--- src/design/dssp_pkg.sv ---
`default_nettype none
package dssp_pkg;
	// timing
	localparam int CLK_HZ = 20_000_000;
	localparam int LS_HZ  = 32_768;
	localparam int LS_DIV = CLK_HZ / LS_HZ;
	localparam int LS_CNT_W = 10;

	// register indices, byte address is four times the index
	localparam logic [15:0] CH0_BUFFER_LOW_IDX  = 16'hF280;
	localparam logic [15:0] CH0_BUFFER_HIGH_IDX = 16'hF281;
	localparam logic [15:0] CH0_CONTROL_IDX     = 16'hF282;
	localparam logic [15:0] CH0_MODE_FIRST_IDX  = 16'hF284;
	localparam logic [15:0] CH0_MODE_SECOND_IDX = 16'hF285;
	localparam logic [15:0] CH1_BUFFER_LOW_IDX  = 16'hF288;
	localparam logic [15:0] CH1_BUFFER_HIGH_IDX = 16'hF289;
	localparam logic [15:0] CH1_CONTROL_IDX     = 16'hF28A;
	localparam logic [15:0] CH1_MODE_FIRST_IDX  = 16'hF28C;
	localparam logic [15:0] CH1_MODE_SECOND_IDX = 16'hF28D;
	localparam logic [15:0] BLOCK_CONTROL_TWO_IDX = 16'hF290;

	// field positions and reset values
	localparam int START_BIT   = 0;
	localparam int DIR_BIT     = 0;
	localparam int MD_LSB      = 1;
	localparam int LG_BIT      = 3;
	localparam int CKSEL_LSB   = 0;
	localparam int CKT_BIT     = 4;
	localparam int NEG_BIT     = 5;
	localparam logic [7:0] REG_RESET = 8'h00;

	// clock select codes that pick the external clock pin
	localparam logic [3:0] CK_EXT_A = 4'h6;
	localparam logic [3:0] CK_EXT_B = 4'h7;

	typedef enum logic [1:0] {
		MD_STOP = 2'b00,
		MD_RX   = 2'b01,
		MD_TX   = 2'b10,
		MD_TXRX = 2'b11
	} dssp_dir_type;

	typedef enum logic {
		ST_IDLE = 1'b0,
		ST_RUN  = 1'b1
	} dssp_state_type;

	typedef struct packed {
		logic         neg;
		logic         ckt;
		logic [3:0]   cksel;
		logic         lg;
		dssp_dir_type md;
		logic         msb_first;
	} dssp_cfg_type;
endpackage
`default_nettype wire

--- src/design/dssp_rate_gen.sv ---
`default_nettype none
module dssp_rate_gen (
	input  wire logic        clk_i,
	input  wire logic        rst_i,
	output logic      [15:0] tick_o
);
	logic [dssp_pkg::LS_CNT_W-1:0] ls_cnt;
	logic                          ls_tick;
	logic                          ls_half;
	logic [4:0]                    hs_cnt;

	always_ff @(posedge clk_i) begin
		if (rst_i) begin
			ls_cnt  <= '0;
			ls_tick <= 1'b0;
			ls_half <= 1'b0;
			hs_cnt  <= 5'h00;
		end else begin
			hs_cnt  <= hs_cnt + 5'h01;
			ls_tick <= 1'b0;
			if (ls_cnt == dssp_pkg::LS_CNT_W'(dssp_pkg::LS_DIV - 1)) begin
				ls_cnt  <= '0;
				ls_tick <= 1'b1;
				ls_half <= ~ls_half;
			end else begin
				ls_cnt <= ls_cnt + 1'b1;
			end
		end
	end

	// one enable per clock select code, half periods of the serial clock
	assign tick_o[0]     = ls_tick;
	assign tick_o[1]     = ls_tick & ls_half;
	assign tick_o[2]     = hs_cnt[1:0] == 2'h3;
	assign tick_o[3]     = hs_cnt[2:0] == 3'h7;
	assign tick_o[4]     = hs_cnt[3:0] == 4'hF;
	assign tick_o[5]     = hs_cnt == 5'h1F;
	assign tick_o[7:6]   = 2'h0;
	assign tick_o[8]     = 1'b1;
	assign tick_o[9]     = hs_cnt[0];
	// prohibited codes get no enable, so the channel simply stalls
	assign tick_o[15:10] = 6'h00;
endmodule
`default_nettype wire

--- src/design/dssp_top.sv ---
`default_nettype none
////////////////////////////////////////////////////////////////////////////
// Function
// - two independent channels, each shifting 8 or 16 bit words.
// - a channel works only while its block disable bit is 0.
// - disable bit 1 holds every channel register in reset.
// - each channel is master driving clock or slave taking it.
// - bit order selectable, most or least significant first.
// - word length selectable, 8 or 16 bits per transfer.
// - clock and data timing follow SPI mode 0 or mode 3 only.
// - buffer byte writes load the transmit shift register bytes.
// - buffer byte reads return the receive register bytes.
// - low byte bits 7..0 8/16 bit access; high byte 8 bit only.
// - writing 1 to control bit 0 starts one transfer unless the direction field is stop.
// - hardware clears the start bit when the transfer completes.
// - reset clears start bit and all registers to 00H.
// - each channel has data in, two way clock and data out.
// - direction field: stop, receive, transmit, both.
// - internal clock select means master, external pin slave.
// - master clock type 0 idles high mode 3, 1 idles low mode 0.
module dssp_top (
	input  wire logic        clk_i,
	input  wire logic        rst_i,
	input  wire logic        wb_cyc_i,
	input  wire logic        wb_stb_i,
	input  wire logic        wb_we_i,
	input  wire logic [17:0] wb_adr_i,
	input  wire logic [3:0]  wb_sel_i,
	input  wire logic [31:0] wb_dat_i,
	output logic      [31:0] wb_dat_o,
	output logic             wb_ack_o,
	input  wire logic [1:0]  serial_in_i,
	input  wire logic [1:0]  serial_clock_i,
	output logic      [1:0]  serial_clock_o,
	output logic      [1:0]  serial_clock_oe_o,
	output logic      [1:0]  serial_out_o
);
	////////////////////////////////////////////////////////////////////////
	// bus decode

	logic [1:0]  block_disable;
	logic [15:0] tick;
	logic [31:0] ch_rd [2];
	logic [31:0] rd_data;
	wire         access = wb_cyc_i & wb_stb_i & ~wb_ack_o;
	wire         wr     = access & wb_we_i;
	wire  [15:0] idx    = wb_adr_i[17:2];
	wire         hit_blk = idx == dssp_pkg::BLOCK_CONTROL_TWO_IDX;

	localparam logic [15:0] BUFL_IDX [2] = '{dssp_pkg::CH0_BUFFER_LOW_IDX,
		dssp_pkg::CH1_BUFFER_LOW_IDX};
	localparam logic [15:0] BUFH_IDX [2] = '{dssp_pkg::CH0_BUFFER_HIGH_IDX,
		dssp_pkg::CH1_BUFFER_HIGH_IDX};
	localparam logic [15:0] CON_IDX [2] = '{dssp_pkg::CH0_CONTROL_IDX,
		dssp_pkg::CH1_CONTROL_IDX};
	localparam logic [15:0] MOD0_IDX [2] = '{dssp_pkg::CH0_MODE_FIRST_IDX,
		dssp_pkg::CH1_MODE_FIRST_IDX};
	localparam logic [15:0] MOD1_IDX [2] = '{dssp_pkg::CH0_MODE_SECOND_IDX,
		dssp_pkg::CH1_MODE_SECOND_IDX};

	assign rd_data = ch_rd[0] | ch_rd[1] |
		(hit_blk ? {30'h00000000, block_disable} : 32'h00000000);

	// unmapped indices answer with zero data and ignore writes
	always_ff @(posedge clk_i) begin
		if (rst_i) begin
			wb_ack_o      <= 1'b0;
			wb_dat_o      <= 32'h00000000;
			block_disable <= 2'h0;
		end else begin
			wb_ack_o <= access;
			wb_dat_o <= access ? rd_data : 32'h00000000;
			if (wr && hit_blk && wb_sel_i[0])
				block_disable <= wb_dat_i[1:0];
		end
	end

	dssp_rate_gen u_rate (
		.clk_i  (clk_i),
		.rst_i  (rst_i),
		.tick_o (tick)
	);

	////////////////////////////////////////////////////////////////////////
	// channels

	for (genvar c = 0; c < 2; c++) begin : ch_g
		dssp_pkg::dssp_state_type state;
		dssp_pkg::dssp_cfg_type   cfg;
		logic [15:0] tx_shift;
		logic [15:0] rx;
		logic [15:0] sh;
		logic [3:0]  mode_first;
		logic [5:0]  mode_second;
		logic        start;
		logic [4:0]  hcnt;
		logic [4:0]  rcnt;
		logic        in_s1;
		logic        in_s2;
		logic        ck_s1;
		logic        ck_s2;
		logic        ck_s3;

		// held in reset by system reset or by its disable bit
		wire srst = rst_i | block_disable[c];

		wire hit_bufl = idx == BUFL_IDX[c];
		wire hit_bufh = idx == BUFH_IDX[c];
		wire hit_con  = idx == CON_IDX[c];
		wire hit_mod0 = idx == MOD0_IDX[c];
		wire hit_mod1 = idx == MOD1_IDX[c];

		assign cfg = {mode_second, mode_first};
		wire running = state == dssp_pkg::ST_RUN;
		wire master  = cfg.cksel != dssp_pkg::CK_EXT_A &&
			cfg.cksel != dssp_pkg::CK_EXT_B;
		wire tk      = tick[cfg.cksel];
		wire [4:0] nbits  = cfg.lg ? 5'd16 : 5'd8;
		wire [4:0] last_h = cfg.lg ? 5'd31 : 5'd15;

		// bit order and length pick the outgoing bit and shift form
		wire out_bit = cfg.msb_first ? (cfg.lg ? sh[15] : sh[7]) :
			sh[0];
		wire first_bit = cfg.msb_first ?
			(cfg.lg ? tx_shift[15] : tx_shift[7]) : tx_shift[0];
		wire [15:0] shifted = cfg.msb_first ? {sh[14:0], in_s2} :
			(cfg.lg ? {in_s2, sh[15:1]} :
			{8'h00, in_s2, sh[7:1]});

		// master: sample on rising, change on falling serial clock
		wire m_tick   = running & master & tk;
		wire m_sample = m_tick & (cfg.ckt ? ~hcnt[0] : hcnt[0]);
		wire m_change = m_tick & (cfg.ckt ? hcnt[0] :
			(~hcnt[0] & (hcnt != 5'd0)));
		wire m_done   = m_tick & (hcnt == last_h);

		// slave: same edges, clock type ignored
		wire rise     = ck_s2 & ~ck_s3;
		wire fall     = ~ck_s2 & ck_s3;
		wire s_sample = running & ~master & rise;
		wire s_change = running & ~master & fall & (rcnt != 5'd0);
		wire s_done   = s_sample & (rcnt == nbits - 5'd1);

		wire sample = m_sample | s_sample;
		wire change = m_change | s_change;
		wire done   = m_done | s_done;
		wire [15:0] next_sh = sample ? shifted : sh;
		wire tx_on  = cfg.md[1];
		wire go     = wr && hit_con && wb_sel_i[0] &&
			wb_dat_i[dssp_pkg::START_BIT] &&
			cfg.md != dssp_pkg::MD_STOP;

		assign ch_rd[c] =
			hit_bufl ? {16'h0000, rx} :
			hit_bufh ? {24'h000000, rx[15:8]} :
			hit_con  ? {31'h00000000, start} :
			hit_mod0 ? {18'h00000, mode_second, 4'h0, mode_first} :
			hit_mod1 ? {26'h0000000, mode_second} : 32'h00000000;

		// data pin passes two flip-flops and only the second is read; clock pin passes three, edges use the last two
		always_ff @(posedge clk_i) begin
			if (srst) begin
				in_s1 <= 1'b0;
				in_s2 <= 1'b0;
				ck_s1 <= 1'b0;
				ck_s2 <= 1'b0;
				ck_s3 <= 1'b0;
			end else begin
				in_s1 <= serial_in_i[c];
				in_s2 <= in_s1;
				ck_s1 <= serial_clock_i[c];
				ck_s2 <= ck_s1;
				ck_s3 <= ck_s2;
			end
		end

		// software registers
		always_ff @(posedge clk_i) begin
			if (srst) begin
				tx_shift    <= {dssp_pkg::REG_RESET, dssp_pkg::REG_RESET};
				mode_first  <= dssp_pkg::REG_RESET[3:0];
				mode_second <= dssp_pkg::REG_RESET[5:0];
			end else if (wr) begin
				if (hit_bufl && wb_sel_i[0])
					tx_shift[7:0] <= wb_dat_i[7:0];
				if (hit_bufl && wb_sel_i[1])
					tx_shift[15:8] <= wb_dat_i[15:8];
				if (hit_bufh && wb_sel_i[0])
					tx_shift[15:8] <= wb_dat_i[7:0];
				if (hit_mod0 && wb_sel_i[0])
					mode_first <= wb_dat_i[3:0];
				if (hit_mod0 && wb_sel_i[1])
					mode_second <= wb_dat_i[13:8];
				if (hit_mod1 && wb_sel_i[0])
					mode_second <= wb_dat_i[5:0];
			end
		end

		// transfer engine
		always_ff @(posedge clk_i) begin
			if (srst) begin
				state <= dssp_pkg::ST_IDLE;
				start <= 1'b0;
				rx    <= {dssp_pkg::REG_RESET, dssp_pkg::REG_RESET};
				sh    <= 16'h0000;
				hcnt  <= 5'd0;
				rcnt  <= 5'd0;
			end else begin
				case (state)
				dssp_pkg::ST_IDLE: begin
					if (go) begin
						state <= dssp_pkg::ST_RUN;
						start <= 1'b1;
						sh    <= tx_shift;
						hcnt  <= 5'd0;
						rcnt  <= 5'd0;
					end
				end
				dssp_pkg::ST_RUN: begin
					sh <= next_sh;
					if (m_tick)
						hcnt <= hcnt + 5'd1;
					if (s_sample)
						rcnt <= rcnt + 5'd1;
					if (done) begin
						state <= dssp_pkg::ST_IDLE;
						start <= 1'b0;
						if (cfg.md[0])
							rx <= cfg.lg ? next_sh :
								{8'h00, next_sh[7:0]};
					end
				end
				default: state <= dssp_pkg::ST_IDLE;
				endcase
			end
		end

		// pins; a transmit-off channel drives its data line high once a transfer starts
		always_ff @(posedge clk_i) begin
			if (srst) begin
				serial_out_o[c]      <= 1'b1;
				serial_clock_o[c]    <= 1'b0;
				serial_clock_oe_o[c] <= 1'b0;
			end else begin
				serial_clock_oe_o[c] <= master;
				if (!running) begin
					serial_clock_o[c] <= master & ~cfg.ckt;
					serial_out_o[c]   <= go ? (tx_on ? first_bit : 1'b1) :
						serial_out_o[c];
				end else begin
					if (m_tick)
						serial_clock_o[c] <= ~serial_clock_o[c];
					if (change)
						serial_out_o[c] <= tx_on ? out_bit : 1'b1;
				end
			end
		end
	end
endmodule
`default_nettype wire

--- config.mk ---
export PLATFORM = sky130hd
export DESIGN_NAME = dssp_top
export DESIGN_NICKNAME = d
export VERILOG_FILES = /design/src/design/dssp_pkg.sv /design/src/design/dssp_rate_gen.sv /design/src/design/dssp_top.sv
export SDC_FILE = /design/constraint.sdc
export NUM_CORES = 1
export LEC_CHECK = 0
export BUFFER_PORTS_ARGS = -buffer_cell sky130_fd_sc_hd__buf_4
export CORE_ASPECT_RATIO = 1.75
export CORE_MARGIN = 2
export CORE_UTILIZATION = 53
export CTS_BUF_LIST = sky130_fd_sc_hd__clkbuf_8
export DETAILED_ROUTE_END_ITERATION = 8
export GPL_ROUTABILITY_DRIVEN = 0
export GPL_TIMING_DRIVEN = 0
export PLACE_DENSITY_LB_ADDON = 0.05
export SLEW_MARGIN = 20
export SYNTH_ARGS = -nofsm -noshare
export SYNTH_HDL_FRONTEND = slang
export SYNTH_SLANG_ARGS = --single-unit
--- constraint.sdc ---
create_clock -name clk_i -period 4.46 [get_ports clk_i]
set_input_delay 0.892 -clock clk_i [delete_from_list [all_inputs] [get_ports clk_i]]
set_output_delay 0.892 -clock clk_i [all_outputs]
set_load 0.01 [all_outputs]
==> run_results.csv, run 1 <==
group,metric,value,unit
grt,grt_pass1_vias,8359,
sta,tightest_slew,0.860,ns
sta,hold_viol,0,
route,via_count,8376,
clock_network,clk_latency,0.50,ns
min_path,hold_class,"reg -> reg",
pwr,p_leak,0.00407,uW
clock_network,cts_max_level,4,
critical_path,cp_data_arrival_time,3.74,ns
run,drv_cap,0,
clock_network,cts.sinks,192,
grt,gr-usage-all-layers,31.1,%
critical_path,slowest_delay,0.56,ns
sta,setup_violations,0,
final_layout,nets,1240,
floorplan,dieArea,19300,um^2
route,drc_errors,0,
critical_path,crit_chain,"ha_1 -> and3_1 -> ha_1 -> nor4bb_1 -> a211o_1 -> o211ai_2 -> o21ai_2 -> buf_4 -> mux2i_1 -> a21oi_1",
clock_network,root_buffer,"clkbuf_8",
route,ant_nets,0,
synthesis,ys_types,79,
critical_path,crit_type,"reg -> reg",
floorplan,io_pins,102,
sta,slew_viol_final,0,
clock_network,holdBufCountCts,0,
synthesis,async_flop_share,0,%
clock_network,post_cts_buffers,0,
floorplan,start_util,53.8,%
clock_network,cts_buffers,17,
route,avgRoutedWirePerCell,20.8,um
critical_path,crit_top_cell,"ha_1",
route,drtIter0Drc,487,
synthesis,ys.flop_type,"dfxtp_1",
clock_network,path_clk_slew,0.10,ns
floorplan,rows,65,
synthesis,syn_inst,1069,
critical_path,crit_slowest_cell,"o21ai_2",
critical_path,startpoint_type,"register",
final_layout,insertedDiodeCount,0,
final_layout,syn_to_final_growth,12.1,%
clock_network,tritoncts,"yes",
route,drt-total-wl,29.3,mm
synthesis,synth_edf_count,0,
placement,place_ws,1.10,ns
grt,antenna_found_initial,0,
final_layout,drive_gt1_share,17.8,%
pwr,vdd_drop_max,0.000240,V
sta,fin_ws,1.08,ns
sta,rsz0062_at_grt,"no",
final_layout,nFillCells,1691,
clock_network,cts_resized,0,
sta,post-route-min-period,3.38,ns
floorplan,die_h,182,um
sta,clock.fmax,296,MHz
synthesis,synth_seq_cells,192,
floorplan,dieWidth,106,um
grt,gr-total-overflow,0,
clock_network,clockBufferDepth,2,
synthesis,netlist_area,9620,um^2
sta,hold_slack,0.440,ns
sta,min_period_over_period,75.8,%
route,drtPass1Iterations,8,
status,status,"finished clean",
critical_path,cp-end-kind,"register",
grt,grt_pass1_wl,45.5,mm
sta,finalClockSkew,0.0176,ns
placement,port_buffers,61,
sta,max_slew_margin,42.3,%
floorplan,core,17900,um^2
critical_path,cp_data_required_time,4.82,ns
pwr,cellPowerDensity,275,nW/um^2
synthesis,avgSynthCellArea,9.00,um^2
sta,setup_tns,0,ns
route,viasPerCell,5.94,
synthesis,yosys_warnings,0,
placement,dp_hpwl,23.0,mm
critical_path,crit_fanout,10,
synthesis,yosysSeqAreaShare,40.0,%
grt,grt_max_degree,19,
==> routing by layer <==
layer	vias up	track usage [%]	share of wire [%]
met5	-	0	0
met4	0	23.1	7.9
met3	123	4.68	4.2
met2	285	58.1	53
met1	3945	30.3	35
li1	4023	-	-
==> layout by cell type (no fill, tap or decap), types with 5 or more instances in the layout <==
cell	n
o2bb2ai_1	15
nand2_1	93
inv_1	16
nand2b_1	7
nor4_1	5
a21oi_1	83
buf_2	8
mux2i_1	81
clkbuf_8	17
nor2_1	96
a222oi_1	8
o21ai_0	73
a22oi_1	10
nand4_1	11
xnor2_1	8
nor2b_1	8
a22o_1	10
nor3_1	15
conb_1	16
nand3_1	38
a211oi_1	22
ha_1	13
xor2_1	19
mux2_2	52
and3_1	7
buf_4	82
clkbuf_1	51
dfxtp_1	192
and2_1	13
a31oi_1	7
==> flip-flops by register name, indices dropped and copies added (netlist names), 2 cells and up <==
register	flops
serial_clock_oe_o	2
ch_g.hcnt	10
u_rate.hs_cnt	5
ch_g.in_s2	2
ch_g.ck_s3	2
serial_out_o	2
serial_clock_o	2
ch_g.start	2
ch_g.sh	32
ch_g.rx	32
ch_g.running	2
wb_dat_o	16
ch_g.in_s1	2
ch_g.ck_s2	2
ch_g.mode_first	8
ch_g.ck_s1	2
ch_g.rcnt	10
ch_g.tx_shift	32
ch_g.mode_second	12
block_disable	2
u_rate.ls_cnt	10
==> cells in the mapped netlist, drive strengths merged (11+ instances only) <==
library cell	number	area share (%)
nor2	97	3.8
o21ai	75	3.9
mux2	55	6.4
buf	34	2.5
clkbuf	52	2.0
xor2	19	1.7
and2	13	0.85
nand3	40	2.3
dfxtp	192	40
a21oi	85	4.6
inv	16	0.62
mux2i	81	8.4
nor3	19	1.3
nand2	93	3.6
o2bb2ai	15	1.4
a211oi	24	2.0
nand4	11	0.72
ha	13	1.7
==> where the power goes <==
| group | switching (uW) | internal, uW |
|---|---|---|
| clock | 675 | 400 |
| sequential | 7.97 | 1720 |
| combinational | 98.0 | 62.7 |
| total | 781 | 2190 |
==> kinds of logic (layout without fill, tap and decap cells) <==
group,Yosys count,count (layout),share of synthesized area [%]
AND/OR/NAND/NOR,339,339,18.3
AO/OA/AOI/OAI,257,257,17.1
flip-flops,192,192,40.0
multiplexers,138,138,15.3
buffers and inverters,102,195,5.15
XOR/XNOR,27,27,2.46
adder cells (fa/ha/maj),13,13,1.69
other,1,16,0.0390
==> metrics by stage <==
stage / utilization, % / power [uW] / instance area (um^2) / std cells
after floorplan: - / 1850 / 9680 / 1084
after global placement: 58.3 / 1930 / 10400 / 1379
after detailed placement: 58.3 / 1930 / 10400 / 1379
after CTS: 60.3 / 2980 / 10800 / 1411
after global routing: 60.3 / 3060 / 10800 / 1411
final: 60.3 / 2970 / 10800 / 1411
==> cell type report <==
cell class,count,area (um^2),area share (%)
multi-input cells,790,5340,49.5
flip-flops and latches,192,3840,35.6
repair buffers,61,458,4.24
plain buffers,86,435,4.04
well taps,234,293,2.71
clock buffers,17,234,2.17
clock inverters,15,128,1.18
inverters,16,60.1,0.557
==> worst max-delay path: cells and delay by family, from the launching register on <==
kind	cells	cell delay [ns]
mux	1	0.47
buf+inv	1	0.33
fa+ha+maj	2	0.44
flops	1	0.42
compound gates	4	1.07
simple gates	2	0.51
==> worst paths after layout <==
check | slack, ns | depth (start not counted) | endpoint | start
max | 1.08 | 10 | ch_g[1].sh[6] | u_rate.hs_cnt[0]
min | 0.44 | 1 | ch_g[0].in_s2 | ch_g[0].in_s1
max reg2reg | 1.08 | 10 | ch_g[1].sh[6] | u_rate.hs_cnt[0]
min reg2reg | 0.44 | 1 | ch_g[0].in_s2 | ch_g[0].in_s1
Note: power is estimated with default switching activity, not from simulation.
==> run 2, diff against run 1 <==
clock period = 2.8 ns   (was 4.46 ns; I/O delays follow)
==> run_results.csv, run 2 (same netlist as run 1, synthesis figures left out) <==
group,metric,value,unit
placement,placed_area,10400,um^2
critical_path,endpoint,"ch_g[1].sh[6]",
route,avgRoutedWirePerCell,20.9,um
floorplan,start_util,53.8,%
pwr,power_frac_comb,5.5,%
route,drc_errors,0,
status,status,"finished clean",
pwr,vdd_drop_max,0.000379,V
final_layout,insertedDiodeCount,0,
sta,max_slew_margin,41.7,%
placement,dp_hpwl,23.0,mm
sta,clock.fmax,367,MHz
sta,min_period_over_period,97.2,%
sta,rsz0062_at_grt,"yes",
route,drt-total-wl,29.5,mm
grt,grt_pass1_vias,8399,
grt,grt_max_degree,19,
clock_network,clockBufferDepth,2,
clock_network,holdBufCountCts,0,
pwr,p_int,3490,uW
final_layout,multi_input_area,5530,um^2
pwr,sw_frac_of_total,26.4,%
critical_path,cp-end-kind,"register",
final_layout,syn_to_final_growth,14.8,%
floorplan,rows,65,
min_path,hold_class,"in -> reg",
final_layout,postLayoutCellArea,11000,um^2
pwr,seqPwrFrac,58.2,%
final_layout,layout_common_cells,"191 x dfxtp_1, 96 x nor2_1, 93 x nand2_1",
clock_network,tritoncts,"yes",
sta,finalClockSkew,0.0137,ns
run,drv_cap,0,
critical_path,crit_type,"reg -> reg",
floorplan,io_pins,102,
sta,slew_viol_final,0,
clock_network,clk_latency,0.50,ns
final_layout,largestRegisters,"ch_g.rx x32, ch_g.sh x32, ch_g.tx_shift x32",
grt,gr-total-overflow,0,
clock_network,path_clk_slew,0.10,ns
pwr,clkPwrFrac,36.3,%
route,viasPerCell,5.97,
critical_path,reg2reg_depth,10,
clock_network,cts_buffers,17,
clock_network,cts.sinks,192,
clock_network,cts_max_level,4,
final_layout,nFillCells,1664,
critical_path,cp_data_arrival_time,3.09,ns
critical_path,regToRegEndpoint,"ch_g[1].sh[6]",
final_layout,drive_gt1_share,19.6,%
sta,setup_violations,0,
grt,gr-usage-all-layers,31.3,%
sta,hold_slack,0.264,ns
floorplan,die_h,182,um
grt,grt_pass1_wl,45.8,mm
critical_path,startpoint_type,"register",
clock_network,root_buffer,"clkbuf_8",
floorplan,core,17900,um^2
route,drtIter0Drc,543,
floorplan,dieArea,19300,um^2
critical_path,cp_data_required_time,3.17,ns
critical_path,reg2reg_slack,0.08,ns
sta,tightest_slew,0.870,ns
final_layout,seq_area,3840,um^2
final_layout,nets,1244,
route,ant_nets,0,
route,via_count,8448,
critical_path,crit_fanout,10,
critical_path,critPathLaunch,"u_rate.hs_cnt[0]",
pwr,switchingPower,1250,uW
placement,port_buffers,61,
sta,hold_viol,0,
critical_path,r2r_start,"u_rate.hs_cnt[0]",
pwr,power,4740,uW
floorplan,dieWidth,106,um
sta,post-route-min-period,2.72,ns
final_layout,final_common_cell,"dfxtp_1",
grt,antenna_found_initial,0,
pwr,p_leak,0.00412,uW
route,drtPass1Iterations,5,
pwr,cellPowerDensity,429,nW/um^2
run 2: worst min-delay path by stage:
stage                      start             to  cells after the start
2_1_floorplan      ch_g[0].ck_s1  ch_g[0].ck_s2                      1
3_3_place_gp       ch_g[0].in_s1  ch_g[0].in_s2                      1
3_5_place_dp       ch_g[0].in_s1  ch_g[0].in_s2                      1
4_1_cts        serial_clock_i[0]  ch_g[0].ck_s1                      2
5_1_grt           serial_in_i[0]  ch_g[0].in_s1                      2
6_report       serial_clock_i[0]  ch_g[0].ck_s1                      2
run 2: routing by layer:
| layer | share of wire (%) | wire, um | vias up | track usage, % |
|---|---|---|---|---|
| met1 | 34 | 10100 | 3983 | 30.5 |
| met5 | 0 | 0 | - | 0 |
| met4 | 9.2 | 2710 | 0 | 24.7 |
| met2 | 52 | 15400 | 297 | 57.7 |
| met3 | 4.5 | 1340 | 131 | 4.71 |
| li1 | - | - | 4037 | - |
run 2: layout make-up:
type                    instances  area share, %
multi-input cells             790           50.1
repair buffers                 65           4.53
well taps                     234           2.65
plain buffers                  86           4.12
inverters                      16          0.544
flip-flops and latches        192           34.8
clock buffers                  17           2.12
clock inverters                15           1.16
run 2: worst max-delay path, stage by stage, from the launching register on:
cell and delay (ns):
dfxtp_2 0.38, ha_2 0.23, and3_1 0.20, ha_1 0.19
nor4bb_2 0.29, a211o_1 0.19, o211ai_4 0.16, o21ai_4 0.30
buf_8 0.23, mux2i_4 0.32, a21oi_1 0.10
run 2: per-stage QoR:
stage	setup slack (ns)	instances	util (%)	TNS [ns]
final	0.0775	1415	61.7	0
after global routing	-0.00636	1415	61.7	-0.0147
after CTS	-0.0225	1415	60.9	-0.115
after detailed placement	-0.528	1379	58.3	-16.33
after global placement	-0.509	1379	58.3	-15.72
after floorplan	0.215	1084	-	0
run 2: timing repair:
action,in CTS,in global routing
resized for setup,14,29
pin swaps,3,3
endpoints found under the setup margin,53,54
setup buffers,4,0
run 2: power groups by stage:
stage / combinational, uW / sequential, uW / clock [uW]
global placement: 250 / 2820 / 0
CTS: 254 / 2760 / 1740
global route: 278 / 2760 / 1840
finish: 259 / 2760 / 1720
detailed placement: 253 / 2820 / 0
floorplan: 133 / 2820 / 0
